<file path="src/logic/mcb_pkg.sv">
package mcb_pkg;

    localparam logic [7:0]  CTRL_OFS         = 8'h00;
    localparam logic [7:0]  DIV_OFS          = 8'h04;
    localparam logic [7:0]  PHASE_OFS        = 8'h08;
    localparam logic [7:0]  STATUS_OFS       = 8'h0C;

    localparam int          CTRL_CHOICE_BIT  = 0;
    localparam int          CTRL_SE_A_BIT    = 1;
    localparam int          CTRL_SE_B_BIT    = 2;
    localparam int          CTRL_MODE_LSB    = 3;
    localparam int          CTRL_FS_LSB      = 5;
    localparam int          CTRL_OFF_LSB     = 7;

    localparam int          DIV_B1_LSB       = 0;
    localparam int          DIV_B2_LSB       = 4;
    localparam int          DIV_FB_LSB       = 8;

    localparam int          PH_1F0_LSB       = 0;
    localparam int          PH_1F1_LSB       = 2;
    localparam int          PH_1F2_LSB       = 4;
    localparam int          PH_1F3_LSB       = 6;
    localparam int          PH_2F0_LSB       = 8;
    localparam int          PH_2F1_LSB       = 10;
    localparam int          PH_RETURN_PHASE_SELECT_LSB      = 12;

    localparam int          STATUS_LOCK_BIT  = 0;
    localparam int          STATUS_UNIT_LSB  = 8;

    localparam logic [31:0] CTRL_RESET       = 32'h0000_0000;
    localparam logic [31:0] DIV_RESET        = 32'h0000_0000;
    localparam logic [31:0] PHASE_RESET      = 32'h0000_1555;
    localparam logic [31:0] CTRL_MASK        = 32'h0000_01FF;
    localparam logic [31:0] DIV_MASK         = 32'h0000_0FFF;
    localparam logic [31:0] PHASE_MASK       = 32'h0000_3FFF;

    localparam int          PERIOD_W         = 9;
    localparam int          OFFSET_W         = 5;
    localparam int          GROUPS           = 4;

    localparam logic [5:0]  N_LOW            = 6'h20;
    localparam logic [5:0]  N_MID            = 6'h10;
    localparam logic [5:0]  N_HIGH           = 6'h08;

    typedef enum logic [1:0] {LVL_LOW, LVL_MID, LVL_HIGH} mcb_level_t;

    function automatic mcb_level_t decode_level(input logic [1:0] code);
        case (code)
            2'h0:    decode_level = LVL_LOW;
            2'h2:    decode_level = LVL_HIGH;
            default: decode_level = LVL_MID;
        endcase
    endfunction

    function automatic logic [3:0] pair_index(input logic [1:0] hi, input logic [1:0] lo);
        logic [3:0] h;
        logic [3:0] l;
        h = {2'h0, decode_level(hi)};
        l = {2'h0, decode_level(lo)};
        pair_index = 4'((h << 1) + h + l);
    endfunction

    function automatic logic [3:0] divide_ratio(input logic [3:0] idx);
        case (idx)
            4'h6:    divide_ratio = 4'h8;
            4'h7:    divide_ratio = 4'hA;
            4'h8:    divide_ratio = 4'hC;
            default: divide_ratio = 4'(idx + 4'h1);
        endcase
    endfunction

    function automatic logic signed [OFFSET_W-1:0] bank1_phase(input logic [3:0] idx);
        bank1_phase = OFFSET_W'($signed({1'b0, idx}) - 5'sh04);
    endfunction

    function automatic logic signed [OFFSET_W-1:0] bank2_phase(input logic [3:0] idx,
                                                             input logic signed [OFFSET_W-1:0] g1,
                                                             input logic signed [OFFSET_W-1:0] g2);
        case (idx)
            4'h0:    bank2_phase = -5'sh08;
            4'h1:    bank2_phase = -5'sh07;
            4'h2:    bank2_phase = -5'sh06;
            4'h3:    bank2_phase = g1;
            4'h5:    bank2_phase = g2;
            4'h6:    bank2_phase = 5'sh06;
            4'h7:    bank2_phase = 5'sh07;
            4'h8:    bank2_phase = 5'sh08;
            default: bank2_phase = 5'sh00;
        endcase
    endfunction

    function automatic logic signed [OFFSET_W-1:0] return_phase(input mcb_level_t lvl);
        case (lvl)
            LVL_LOW:  return_phase = -5'sh04;
            LVL_HIGH: return_phase = 5'sh04;
            default:  return_phase = 5'sh00;
        endcase
    endfunction

    function automatic logic [5:0] n_factor(input mcb_level_t fs);
        case (fs)
            LVL_LOW:  n_factor = N_LOW;
            LVL_HIGH: n_factor = N_HIGH;
            default:  n_factor = N_MID;
        endcase
    endfunction

endpackage

</file>
<file path="src/logic/mcb_phase_gen.sv">
`timescale 1ns/10ps
module mcb_phase_gen #(
    parameter int PW = mcb_pkg::PERIOD_W,
    parameter int OW = mcb_pkg::OFFSET_W
) (
    input  wire logic                 pclk,
    input  wire logic                 presetn,
    input  wire logic                 unit_tick,
    input  wire logic                 restart,
    input  wire logic [PW-1:0]        period,
    input  wire logic signed [OW-1:0] offset,
    output logic                      level
);
    localparam int W = PW + 2;

    logic [PW-1:0] pos_r;
    logic [PW-1:0] pos_nxt;
    logic [W-1:0]  base;
    logic [W-1:0]  shifted;
    logic [W-1:0]  red1;
    logic [W-1:0]  red2;
    logic          level_nxt;

    // offset never exceeds the shortest period, so two reductions suffice
    assign base      = W'(pos_r) + W'(period);
    assign shifted   = base - W'(offset);
    assign red1      = (shifted >= W'(period)) ? shifted - W'(period) : shifted;
    assign red2      = (red1 >= W'(period)) ? red1 - W'(period) : red1;
    assign level_nxt = red2 < W'(period >> 1);
    assign pos_nxt   = restart ? '0
                     : !unit_tick ? pos_r
                     : (pos_r >= period - PW'(1)) ? '0
                     : pos_r + PW'(1);

    always_ff @(posedge pclk or negedge presetn)
    begin
        if (!presetn)
        begin
            pos_r <= '0;
            level <= 1'b0;
        end
        else
        begin
            pos_r <= pos_nxt;
            level <= level_nxt;
        end
    end

endmodule // mcb_phase_gen

</file>
<file path="src/logic/mcb_clock_bank_ctrl.sv">
// The placing of the registers and register access over APB were decided locally.
`timescale 1ns/10ps
// Notes on behaviour
// - choice low uses the primary pair, high uses the secondary pair
// - reference choice defaults low, so primary pair after reset
// - loop tunes output so return edges meet selected reference edges
// - bank off bit disables all bank outputs, state chosen by mode
// - bank not off drives its clocks at selected frequency and phase
// - mode high: disabled outputs go high impedance
// - mode low: disabled outputs are parked low, still driven
// - mode middle selects factory test mode
// - lock indicator high when locked, low while acquiring
// - ten outputs: bank one of four, bank two of six
// - divide ratios one to six, eight, ten, twelve
// - return output divider set by its own select pair
// - return output phase set by one select, three positions
// - each phase select pair sets its own group offset
// - each bank divider pair sets its own bank ratio
// - switching to secondary pair keeps loop tuning for smooth changeover
// - divider pairs decode high digit first to the ratio table
// - phase pairs map to the bank one and bank two tables, the return select to the return table
// - skew unit is nominal period over 32, 16 or 8 by range
module mcb_clock_bank_ctrl #(
    parameter int UNIT_LEN_W    = 8,
    parameter int UNIT_LEN_INIT = 8,
    parameter int LOCK_COUNT    = 8,
    parameter int LOCK_WINDOW   = 2,
    parameter int EDGE_TIMEOUT  = 4096
) (
    input  wire logic        pclk,
    input  wire logic        presetn,
    input  wire logic [7:0]  paddr,
    input  wire logic        psel,
    input  wire logic        penable,
    input  wire logic        pwrite,
    input  wire logic [31:0] pwdata,
    input  wire logic [3:0]  pstrb,
    output logic      [31:0] prdata,
    output logic             pready,
    output logic             pslverr,
    input  wire logic        primary_reference_true,
    input  wire logic        primary_reference_comp,
    input  wire logic        secondary_reference_true,
    input  wire logic        secondary_reference_comp,
    input  wire logic        loop_return_input,
    output logic      [3:0]  bank1_clock_outputs,
    output logic      [3:0]  bank1_clock_outputs_oe,
    output logic      [5:0]  bank2_clock_outputs,
    output logic      [5:0]  bank2_clock_outputs_oe,
    output logic             return_clock_output,
    output logic             return_clock_output_oe,
    output logic             loop_acquired
);
    localparam int TW = $clog2(EDGE_TIMEOUT + 1);
    localparam int LW = $clog2(LOCK_COUNT + 1);
    localparam int PW = mcb_pkg::PERIOD_W;
    localparam int OW = mcb_pkg::OFFSET_W;

    generate
        if (UNIT_LEN_INIT < 1 || UNIT_LEN_INIT >= (1 << UNIT_LEN_W) || LOCK_COUNT < 1
            || LOCK_WINDOW < 0 || EDGE_TIMEOUT <= LOCK_WINDOW)
        begin : g_bad_params
            $error("mcb_clock_bank_ctrl: parameter values out of range");
        end
    endgenerate

    typedef enum logic [1:0] {PD_IDLE, PD_REF_FIRST, PD_RET_FIRST} mcb_pd_state_t;
    logic [31:0]           ctrl_r;
    logic [31:0]           div_r;
    logic [31:0]           phase_r;
    logic [UNIT_LEN_W-1:0] unit_len_r;
    logic [UNIT_LEN_W-1:0] unit_len_nxt;
    logic [UNIT_LEN_W-1:0] ucnt_r;
    logic [TW-1:0]         wcnt_r;
    logic [TW-1:0]         wcnt_nxt;
    logic [LW-1:0]         good_r;
    logic [LW-1:0]         good_nxt;
    logic                  lock_nxt;
    mcb_pd_state_t         pd_r;
    mcb_pd_state_t         pd_nxt;
    logic                  ref_prev_r;
    logic                  ret_prev_r;
    logic                  choice_prev_r;
    logic [4*PW-1:0]       period_prev_r;

    wire                   setup_ph   = psel & ~penable;
    wire                   wr_take    = psel & penable & pready & pwrite;
    wire                   hit_ctrl   = paddr == mcb_pkg::CTRL_OFS;
    wire                   hit_div    = paddr == mcb_pkg::DIV_OFS;
    wire                   hit_phase  = paddr == mcb_pkg::PHASE_OFS;
    wire                   hit_status = paddr == mcb_pkg::STATUS_OFS;
    wire                   mapped     = hit_ctrl | hit_div | hit_phase | hit_status;
    wire                   ro_write   = hit_status & pwrite;
    wire [31:0]            status_w   = (32'(unit_len_r) << mcb_pkg::STATUS_UNIT_LSB)
                                      | (32'(loop_acquired) << mcb_pkg::STATUS_LOCK_BIT);
    wire [31:0]            rd_sel     = hit_ctrl  ? ctrl_r
                                      : hit_div   ? div_r
                                      : hit_phase ? phase_r
                                      : hit_status ? status_w : 32'h0000_0000;

    function automatic logic [31:0] merge(input logic [31:0] old, input logic [31:0] wd,
                                          input logic [3:0] strb, input logic [31:0] mask);
        logic [31:0] m;
        m = {{8{strb[3]}}, {8{strb[2]}}, {8{strb[1]}}, {8{strb[0]}}} & mask;
        merge = (old & ~m) | (wd & m);
    endfunction

    wire                   choice   = ctrl_r[mcb_pkg::CTRL_CHOICE_BIT];
    wire                   ref_a    = primary_reference_true
                                    & (ctrl_r[mcb_pkg::CTRL_SE_A_BIT] | ~primary_reference_comp);
    wire                   ref_b    = secondary_reference_true
                                    & (ctrl_r[mcb_pkg::CTRL_SE_B_BIT] | ~secondary_reference_comp);
    wire                   ref_sel  = choice ? ref_b : ref_a;
    wire                   ref_rise = ref_sel & ~ref_prev_r;
    wire                   ret_rise = loop_return_input & ~ret_prev_r;
    wire                   switched = choice != choice_prev_r;
    mcb_pkg::mcb_level_t   fs_lvl;
    mcb_pkg::mcb_level_t   mode_lvl;
    mcb_pkg::mcb_level_t   fbf_lvl;
    assign fs_lvl   = mcb_pkg::decode_level(ctrl_r[mcb_pkg::CTRL_FS_LSB +: 2]);
    assign mode_lvl = mcb_pkg::decode_level(ctrl_r[mcb_pkg::CTRL_MODE_LSB +: 2]);
    assign fbf_lvl  = mcb_pkg::decode_level(phase_r[mcb_pkg::PH_RETURN_PHASE_SELECT_LSB +: 2]);
    wire [5:0]             n_fac    = mcb_pkg::n_factor(fs_lvl);
    wire [3:0]             b1_idx   = mcb_pkg::pair_index(div_r[mcb_pkg::DIV_B1_LSB + 2 +: 2],
                                                          div_r[mcb_pkg::DIV_B1_LSB +: 2]);
    wire [3:0]             b2_idx   = mcb_pkg::pair_index(div_r[mcb_pkg::DIV_B2_LSB + 2 +: 2],
                                                          div_r[mcb_pkg::DIV_B2_LSB +: 2]);
    wire [3:0]             fb_idx   = mcb_pkg::pair_index(div_r[mcb_pkg::DIV_FB_LSB + 2 +: 2],
                                                          div_r[mcb_pkg::DIV_FB_LSB +: 2]);
    wire [3:0]             ph1_idx  = mcb_pkg::pair_index(phase_r[mcb_pkg::PH_1F1_LSB +: 2],
                                                          phase_r[mcb_pkg::PH_1F0_LSB +: 2]);
    wire [3:0]             ph2_idx  = mcb_pkg::pair_index(phase_r[mcb_pkg::PH_1F3_LSB +: 2],
                                                          phase_r[mcb_pkg::PH_1F2_LSB +: 2]);
    wire [3:0]             ph3_idx  = mcb_pkg::pair_index(phase_r[mcb_pkg::PH_2F1_LSB +: 2],
                                                          phase_r[mcb_pkg::PH_2F0_LSB +: 2]);
    logic [PW-1:0]           period_g [mcb_pkg::GROUPS];
    logic signed [OW-1:0]    offset_g [mcb_pkg::GROUPS];
    logic [mcb_pkg::GROUPS-1:0] level_g;
    logic [4*PW-1:0]         period_cat;
    assign period_g[0] = PW'(n_fac * mcb_pkg::divide_ratio(b1_idx));
    assign period_g[1] = period_g[0];
    assign period_g[2] = PW'(n_fac * mcb_pkg::divide_ratio(b2_idx));
    assign period_g[3] = PW'(n_fac * mcb_pkg::divide_ratio(fb_idx));
    assign offset_g[0] = mcb_pkg::bank1_phase(ph1_idx);
    assign offset_g[1] = mcb_pkg::bank1_phase(ph2_idx);
    assign offset_g[2] = mcb_pkg::bank2_phase(ph3_idx, offset_g[0], offset_g[1]);
    assign offset_g[3] = mcb_pkg::return_phase(fbf_lvl);
    assign period_cat  = {period_g[3], period_g[2], period_g[1], period_g[0]};
    wire                   unit_tick = ucnt_r >= unit_len_r - UNIT_LEN_W'(1);
    wire                   restart   = period_cat != period_prev_r;
    genvar gi;
    generate
        for (gi = 0; gi < mcb_pkg::GROUPS; gi++)
        begin : g_grp
            mcb_phase_gen #(.PW (PW), .OW (OW)) u_gen (
                .pclk      (pclk),
                .presetn   (presetn),
                .unit_tick (unit_tick),
                .restart   (restart),
                .period    (period_g[gi]),
                .offset    (offset_g[gi]),
                .level     (level_g[gi])
            );
        end
    endgenerate
    always_comb
    begin
        pd_nxt       = pd_r;
        wcnt_nxt     = (wcnt_r < TW'(EDGE_TIMEOUT)) ? wcnt_r + TW'(1) : wcnt_r;
        unit_len_nxt = unit_len_r;
        good_nxt     = good_r;
        case (pd_r)
            PD_IDLE:
            begin
                wcnt_nxt = '0;
                if (ref_rise && ret_rise)
                    good_nxt = (good_r < LW'(LOCK_COUNT)) ? good_r + LW'(1) : good_r;
                else if (ref_rise)
                    pd_nxt = PD_REF_FIRST;
                else if (ret_rise)
                    pd_nxt = PD_RET_FIRST;
            end
            PD_REF_FIRST:
            begin
                if (ret_rise && wcnt_r <= TW'(LOCK_WINDOW))
                begin
                    pd_nxt   = PD_IDLE;
                    good_nxt = (good_r < LW'(LOCK_COUNT)) ? good_r + LW'(1) : good_r;
                end
                else if (ret_rise || ref_rise || wcnt_r >= TW'(EDGE_TIMEOUT))
                begin
                    // return too late: shorten the unit to speed the outputs
                    pd_nxt   = ret_rise ? PD_IDLE : pd_r;
                    wcnt_nxt = '0;
                    good_nxt = '0;
                    if (unit_len_r > UNIT_LEN_W'(1))
                        unit_len_nxt = unit_len_r - UNIT_LEN_W'(1);
                end
            end
            PD_RET_FIRST:
            begin
                if (ref_rise && wcnt_r <= TW'(LOCK_WINDOW))
                begin
                    pd_nxt   = PD_IDLE;
                    good_nxt = (good_r < LW'(LOCK_COUNT)) ? good_r + LW'(1) : good_r;
                end
                else if (ref_rise || ret_rise || wcnt_r >= TW'(EDGE_TIMEOUT))
                begin
                    // return too early: lengthen the unit to slow the outputs
                    pd_nxt   = ref_rise ? PD_IDLE : pd_r;
                    wcnt_nxt = '0;
                    good_nxt = '0;
                    if (unit_len_r < {UNIT_LEN_W{1'b1}})
                        unit_len_nxt = unit_len_r + UNIT_LEN_W'(1);
                end
            end
            default:
                pd_nxt = PD_IDLE;
        endcase
        if (switched)
        begin
            // reacquire without retuning, so the outputs keep their rate
            pd_nxt       = PD_IDLE;
            wcnt_nxt     = '0;
            good_nxt     = '0;
            unit_len_nxt = unit_len_r;
        end
        lock_nxt = good_nxt >= LW'(LOCK_COUNT);
    end
    function automatic logic [1:0] bank_pin(input logic lvl, input logic off,
                                            input mcb_pkg::mcb_level_t mode, input logic refl);
        if (mode == mcb_pkg::LVL_MID)
            bank_pin = {1'b1, refl};
        else if (off && mode == mcb_pkg::LVL_HIGH)
            bank_pin = 2'h0;
        else if (off)
            bank_pin = 2'h2;
        else
            bank_pin = {1'b1, lvl};
    endfunction

    wire [1:0]             off_bits = ctrl_r[mcb_pkg::CTRL_OFF_LSB +: 2];
    logic [9:0]            pin_out;
    logic [9:0]            pin_oe;
    generate
        for (gi = 0; gi < 10; gi++)
        begin : g_pin
            localparam int GRP = (gi < 2) ? 0 : (gi < 4) ? 1 : 2;
            assign {pin_oe[gi], pin_out[gi]} = bank_pin(level_g[GRP], off_bits[gi / 4 > 0 ? 1 : 0],
                                                        mode_lvl, ref_sel);
        end
    endgenerate
    always_ff @(posedge pclk or negedge presetn)
    begin
        if (!presetn)
        begin
            ctrl_r  <= mcb_pkg::CTRL_RESET;
            div_r   <= mcb_pkg::DIV_RESET;
            phase_r <= mcb_pkg::PHASE_RESET;
            prdata  <= 32'h0000_0000;
            pready  <= 1'b0;
            pslverr <= 1'b0;
        end
        else
        begin
            pready  <= setup_ph;
            prdata  <= setup_ph && !pwrite ? rd_sel : 32'h0000_0000;
            pslverr <= setup_ph & (~mapped | ro_write);
            if (wr_take && hit_ctrl)
                ctrl_r <= merge(ctrl_r, pwdata, pstrb, mcb_pkg::CTRL_MASK);
            if (wr_take && hit_div)
                div_r <= merge(div_r, pwdata, pstrb, mcb_pkg::DIV_MASK);
            if (wr_take && hit_phase)
                phase_r <= merge(phase_r, pwdata, pstrb, mcb_pkg::PHASE_MASK);
        end
    end

    always_ff @(posedge pclk or negedge presetn)
    begin
        if (!presetn)
        begin
            unit_len_r    <= UNIT_LEN_W'(UNIT_LEN_INIT);
            ucnt_r        <= '0;
            wcnt_r        <= '0;
            good_r        <= '0;
            pd_r          <= PD_IDLE;
            loop_acquired <= 1'b0;
            ref_prev_r    <= 1'b0;
            ret_prev_r    <= 1'b0;
            choice_prev_r <= 1'b0;
            period_prev_r <= '0;
        end
        else
        begin
            unit_len_r    <= unit_len_nxt;
            ucnt_r        <= unit_tick ? '0 : ucnt_r + UNIT_LEN_W'(1);
            wcnt_r        <= wcnt_nxt;
            good_r        <= good_nxt;
            pd_r          <= pd_nxt;
            loop_acquired <= lock_nxt;
            ref_prev_r    <= ref_sel;
            ret_prev_r    <= loop_return_input;
            choice_prev_r <= choice;
            period_prev_r <= period_cat;
        end
    end

    always_ff @(posedge pclk or negedge presetn)
    begin
        if (!presetn)
        begin
            bank1_clock_outputs    <= 4'h0;
            bank1_clock_outputs_oe <= 4'h0;
            bank2_clock_outputs    <= 6'h00;
            bank2_clock_outputs_oe <= 6'h00;
            return_clock_output    <= 1'b0;
            return_clock_output_oe <= 1'b0;
        end
        else
        begin
            bank1_clock_outputs    <= pin_out[3:0];
            bank1_clock_outputs_oe <= pin_oe[3:0];
            bank2_clock_outputs    <= pin_out[9:4];
            bank2_clock_outputs_oe <= pin_oe[9:4];
            return_clock_output    <= (mode_lvl == mcb_pkg::LVL_MID) ? ref_sel : level_g[3];
            return_clock_output_oe <= 1'b1;
        end
    end

endmodule // mcb_clock_bank_ctrl

</file>
<file path="config.mk">
export PLATFORM = sky130hd
export DESIGN_NAME = mcb_clock_bank_ctrl
export DESIGN_NICKNAME = d
export VERILOG_FILES = /design/src/logic/mcb_pkg.sv /design/src/logic/mcb_phase_gen.sv /design/src/logic/mcb_clock_bank_ctrl.sv
export SDC_FILE = /design/constraint.sdc
export NUM_CORES = 1
export LEC_CHECK = 0
export ABC_AREA = 0
export BUFFER_PORTS_ARGS = -buffer_cell sky130_fd_sc_hd__buf_2
export CAP_MARGIN = 20
export CORE_UTILIZATION = 57
export DETAILED_ROUTE_END_ITERATION = 10
export PLACE_DENSITY = 0.79
export SLEW_MARGIN = 5
export SYNTH_ARGS = -nofsm -noshare
export SYNTH_HDL_FRONTEND = slang
export SYNTH_SLANG_ARGS = --single-unit
</file>
<file path="constraint.sdc">
create_clock -name pclk -period 9.1 [get_ports pclk]
set_input_delay 1.365 -clock pclk [delete_from_list [all_inputs] [get_ports pclk]]
set_output_delay 1.365 -clock pclk [all_outputs]
set_load 0.05 [all_outputs]
</file>
== After elaboration in Yosys (flattened, before gate mapping) ==
Cells that the tools add are included.
Storage, ports and cells
  register bits after elaboration: 255
  input port bits: 54
  word-level logic and storage cells: 317
Cells by class
  $add $sub $neg: 45
  multipliers: 3
  $lt $le $gt $ge: 24
  equal/unequal tests: 54
  mux-type cells: 89
  bitwise logic cells: 36
  reductions and logical operators: 36
Operators with widths (number)
  $mux 32: 4
  $mux 9: 12
  $and 32x32->32: 3
  $or 32x32->32: 3
  $ge 11x9->1: 8
  $mux 11: 8
  $sub 11x9->11: 8
  $mux 13: 5
  $pmux 2 s2: 15
  $mux 8: 7
  $pmux 4 s3: 4
  $lt 11x8->1: 4
  $sub 11x11->11: 4
  $add 9x9->10: 4
  $pmux 5 s8: 1
  $pmux 13 s3: 1
  $eq 2x2->1 const B: 19
  $add 9x1->9 const B: 4
  $eq 4x3->1 const B: 9
  $ge 9x9->1: 4
  $logic_not 2->1: 18
  $ne 36x36->1: 1
  $and 32x12->32: 1
  $and 32x14->32: 1
  other kinds (51): 139

== Depth between registers and ports, before layout ==
  depth after elaboration: 14
  mapped depth: 46

== Hierarchy ==
Synthesis repeated with hierarchy kept, for this count alone.
Unflattened totals
  cell total of the unflattened synthesis: 2148
  area total of the unflattened synthesis: 18748.0 um^2
Modules (own cells, without submodules)
  mcb_clock_bank_ctrl: instances 1, cells an instance 771, area an instance 7684.9 um^2, sequential area each 2937.8 um^2
  mcb_phase_gen (g_grp[1].u_gen ...): instances 2, cells an instance 336, area an instance 2776.4 um^2, sequential area each 250.2 um^2
  mcb_phase_gen (g_grp[3].u_gen): instances 1, cells an instance 354, area an instance 2761.4 um^2, sequential area each 250.2 um^2
  mcb_phase_gen (g_grp[0].u_gen): instances 1, cells an instance 351, area an instance 2748.9 um^2, sequential area each 250.2 um^2

== Least setup slack after synthesis ==
Ideal clock, no wire load.
  kind: register to register
  start: register with a tool-made name
  end: register g_grp[3].u_gen.level
  arrival time: 9308 ps
  required time: 8996 ps
  slack: -312 ps
  cell stages (with the launch flop): 45
  cell sequence: dfrtp_1 > or2_2 > ha_1 > ha_1 > fa_1 > and4b_1 > a21oi_1 > or2_2 > fa_1 > inv_1 > ha_1 > fa_1 > ha_1 > xnor2_1 > ha_1 > a21boi_0 > nor2_1 > ha_1 > [9 not listed] > o21a_1 > o21a_1 > o21a_1 > o21ai_0 > nand2b_1 > nand2_1 > or4b_1 > clkbuf_1 > nor2_1 > a21oi_1 > ha_1 > o21ai_0 > nand2b_1 > a21oi_1 > nor2b_1 > o21ai_0 > nand2b_1 > a221oi_1
RTL lines
  end signal, assigned: RTL line mcb_phase_gen.sv:45  | level <= level_nxt;
  end, declared: RTL line mcb_phase_gen.sv:12  | output logic level

==> reports/summary.txt <==
RUN STATUS
------------------------------------------------------------------------------------------
Result of the run                                                             finished with violations
Failing checks                                                                DRC, setup timing

CTS
------------------------------------------------------------------------------------------
Clock latency reported for the late side of the worst-skew pair                     440 ps
Number of clock sinks                                                                  157
Clock edge transition at the registers on the reported setup and hold paths          60 ps
Clock tree from TritonCTS                                                            built
Number of buffers on the longest clock path                                              2
TritonCTS buffer count                                                                  17
# H-tree levels                                                                          4
Buffer cell driving the clock tree root                                          clkbuf_16
Cts-stage hold buffer count                                                              0

SYNTHESIS
------------------------------------------------------------------------------------------
Post-synth top area share                                                           24.16%
Number of storage elements in the synthesis netlist                                    157
Largest cells by area after synthesis                                         dfrtp_1, ha_1, xnor2_1
Number of enable-type register cells in the synthesized netlist                          0
Synth area leader                                                                  dfrtp_1
Number of distinct library cells after synthesis                                        90
Avg Cell Area, Syn                                                              8.863 um^2
Most used flip-flop cell after synthesis                                           dfrtp_1
Sequential fraction of the synthesis area                                           25.53%
Most frequent cells after synthesis                                           ha_1, dfrtp_1, nor2_1
Yosys warnings                                                                           0
Fraction of registers with async set/reset                                          100.0%
Most common cell in the netlist                                                       ha_1
Syn Inst Count                                                                        1741
Area of the mapped netlist                                                    0.01543 mm^2

TIMING
------------------------------------------------------------------------------------------
Setup Total Neg Slack                                                            -5.370 ps
Final worst path period need                                                       9105 ps
Maximum frequency from static timing analysis                                    109.8 MHz
Number of hold violations in the final report                                            0
Setup violation total in the final timing report                                         1
Final critical-path setup slack                                                  -5.370 ps
Least-Margin Pin Slew                                                             925.1 ps
Setup repair after global routing missed its margin                                    yes
Worst slew margin                                                                   38.33%
Post-route clock period utilization                                                 100.1%
Clock tree skew after final layout                                                14.38 ps
Max Transition Viols Final                                                               0

ROUTE
------------------------------------------------------------------------------------------
Met1 wire length                                                                  16.08 mm
Detail Route Antenna Nets                                                                0
Via density per instance                                                             5.937
Post-detailed-route DRC marker count                                                    14
Count of routing violations after the opening detailed-route iteration                 895
Routed vias                                                                          13120
Met2 wirelength from detailed routing                                             18.00 mm
DR pass1 iterations                                                                      9
Highest metal used                                                                    met4
Met3 wire length                                                                  1.841 mm
DRT Wirelength                                                                    36.99 mm
Average wire per cell in the routed design                                        16.74 um

DIE
------------------------------------------------------------------------------------------
Y dimension of the die                                                            166.5 um
Total number of placement rows                                                          59
Horizontal extent of the die                                                      166.5 um
Initial Util                                                                        58.72%
Number of placed I/O pins                                                              111
Die ar.                                                                       0.02773 mm^2
Core area                                                                     0.02628 mm^2

PLACED DESIGN
------------------------------------------------------------------------------------------
Detailed placement HPWL                                                           27.19 mm
GP Congestion                                                                       0.9368
Number of placed instances with taps included                                         2157
Number of buffer cells added on primary ports                                           74

WORST SETUP PATH
------------------------------------------------------------------------------------------
Max incr delay on CP                                                                580 ps
Dominant cell type by count on the critical path                                    o21a_1
Maximum fanout count along the critical path                                             7
Kind of critical path                                                         flop to flop
Kind of capture point of the worst setup path                                         flop
Crit path arrival time                                                             9450 ps
Critical path startpoint category                                                     flop
Critical Path RT                                                                   9440 ps
Slowest stage cell on the critical path                                               fa_2

FINAL LAYOUT
------------------------------------------------------------------------------------------
Count of antenna diodes in the layout                                                    0
NumNets Final                                                                         2160
Non-Filler Instances                                                                  2210
Area Growth Syn to Fin                                                              14.62%
Number of fill cells                                                                  1969
Share of layout cells above drive strength 1                                        20.59%

GLOBAL ROUTING
------------------------------------------------------------------------------------------
Residual overflow from global routing                                                    0
Number of antenna violations at the first check in global routing                        0
Global-route wire length before repair                                            59.37 mm
Total routing resource utilization after global routing                             25.86%
Largest net degree at the start of global routing                                       88
Vias in the first global route                                                       12630

PWR
------------------------------------------------------------------------------------------
Maximum resistive drop on vdd                                                     140.1 uV
Areal power density over the cells                                            165.8 mW/mm^2
Leakage                                                                        0.008940 uW
Pwr Total                                                                          2933 uW

WORST HOLD PATH
------------------------------------------------------------------------------------------
Hold WC Path Type                                                             flop to flop

JOB
------------------------------------------------------------------------------------------
Reported max-cap violation count                                                         0

logic make-up (layout without fill, tap and decap cells):
logic type	Yosys count	in the layout	share of synthesized area, %
adders and majority gates	242	242	20.60
muxes	82	82	5.903
other	2	17	0.04867
DFF	157	157	25.53
buffers and inverters	192	311	5.562
AOI/OAI and AO/OA	388	388	16.52
and+or+nand+nor	542	542	18.07
xor gates and xnor gates	136	136	7.768
report_power, final:
group	total [uW]	leakage [uW]	internal (uW)	switching, uW
registers	878	0.00207	777	100
clock network	742	0.000284	440	302
logic	1310	0.00658	594	719
total	2930	0.00894	1810	1120
stage by stage:
| step | util (%) | area, um^2 | setup slack (ps) | hold WS [ps] |
|---|---|---|---|---|
| after floorplan | - | 15490 | 37.04 | 422.3 |
| after global placement | 62.44 | 16410 | -149.9 | 486.1 |
| after detailed placement | 62.44 | 16410 | -300.7 | 496.8 |
| after CTS | 65.17 | 17130 | -24.66 | 509.5 |
| after global routing | 67.30 | 17690 | -351.6 | 547.8 |
| final | 67.30 | 17690 | -5.370 | 520.0 |
final timing paths:
check | slack [ps] | start | cells after the start | end
max | -5 | flop | 41 | g_grp[3].u_gen.level
min | 520 | flop | 1 | bank1_clock_outputs_oe[1]
max reg2reg | -5 | flop | 41 | g_grp[3].u_gen.level
min reg2reg | 520 | flop | 1 | bank1_clock_outputs_oe[1]
max in group asynchronous | 6690 | presetn | 2 | g_grp[1].u_gen.pos_r[1]
min in group asynchronous | 980 | presetn | 1 | good_r[2]
critical path: cells and delay by family, from the launching register on:
family / cells / cell delay (ps)
fa+ha+maj: 11 / 3590
xor+xnor: 1 / 140
buf+inv: 2 / 220
compound gates: 14 / 2270
flops: 1 / 380
mux: 1 / 270
simple gates: 12 / 2130
routing by layer:
| layer | vias to the layer above | global-route usage [%] |
|---|---|---|
| li1 | 6378 | - |
| met1 | 6274 | 33.19 |
| met2 | 389 | 44.15 |
| met3 | 79 | 3.826 |
| met4 | 0 | 9.340 |
| met5 | - | 0 |
placed cells by master (no fill, tap or decap), types with 27 or more instances in the layout:
cell and instances:
a21o_1 47, nand3_1 53, xor2_1 50, nand2b_1 36, xnor2_1 75, buf_2 75, nand2_1 80, o21a_1 34
a21oi_1 100, mux2_2 55, and3_1 28, dfrtp_1 149, o21ai_0 64, nor3_1 50, ha_1 204, buf_4 93
nor2_1 136, nor2b_1 41, o21ai_1 27, inv_1 103
what timing repair did:
action,in CTS,in global routing
gates resized for setup,24,82
pin swaps,12,65
endpoints found under the hold margin,0,0
setup endpoints to repair,4,4
buffers inserted,2,18
final cells by class:
cell class,count,area (um^2),share of cell area (%)
inverters,107,401.6,2.271
flip-flops and latches,157,3939,22.27
multi-input cells,1407,11180,63.21
clock inverters,11,158.9,0.8984
repair buffers,174,1145,6.473
clock buffers,19,442.9,2.504
well taps,335,419.2,2.370
(Power assumes the default switching activity.)
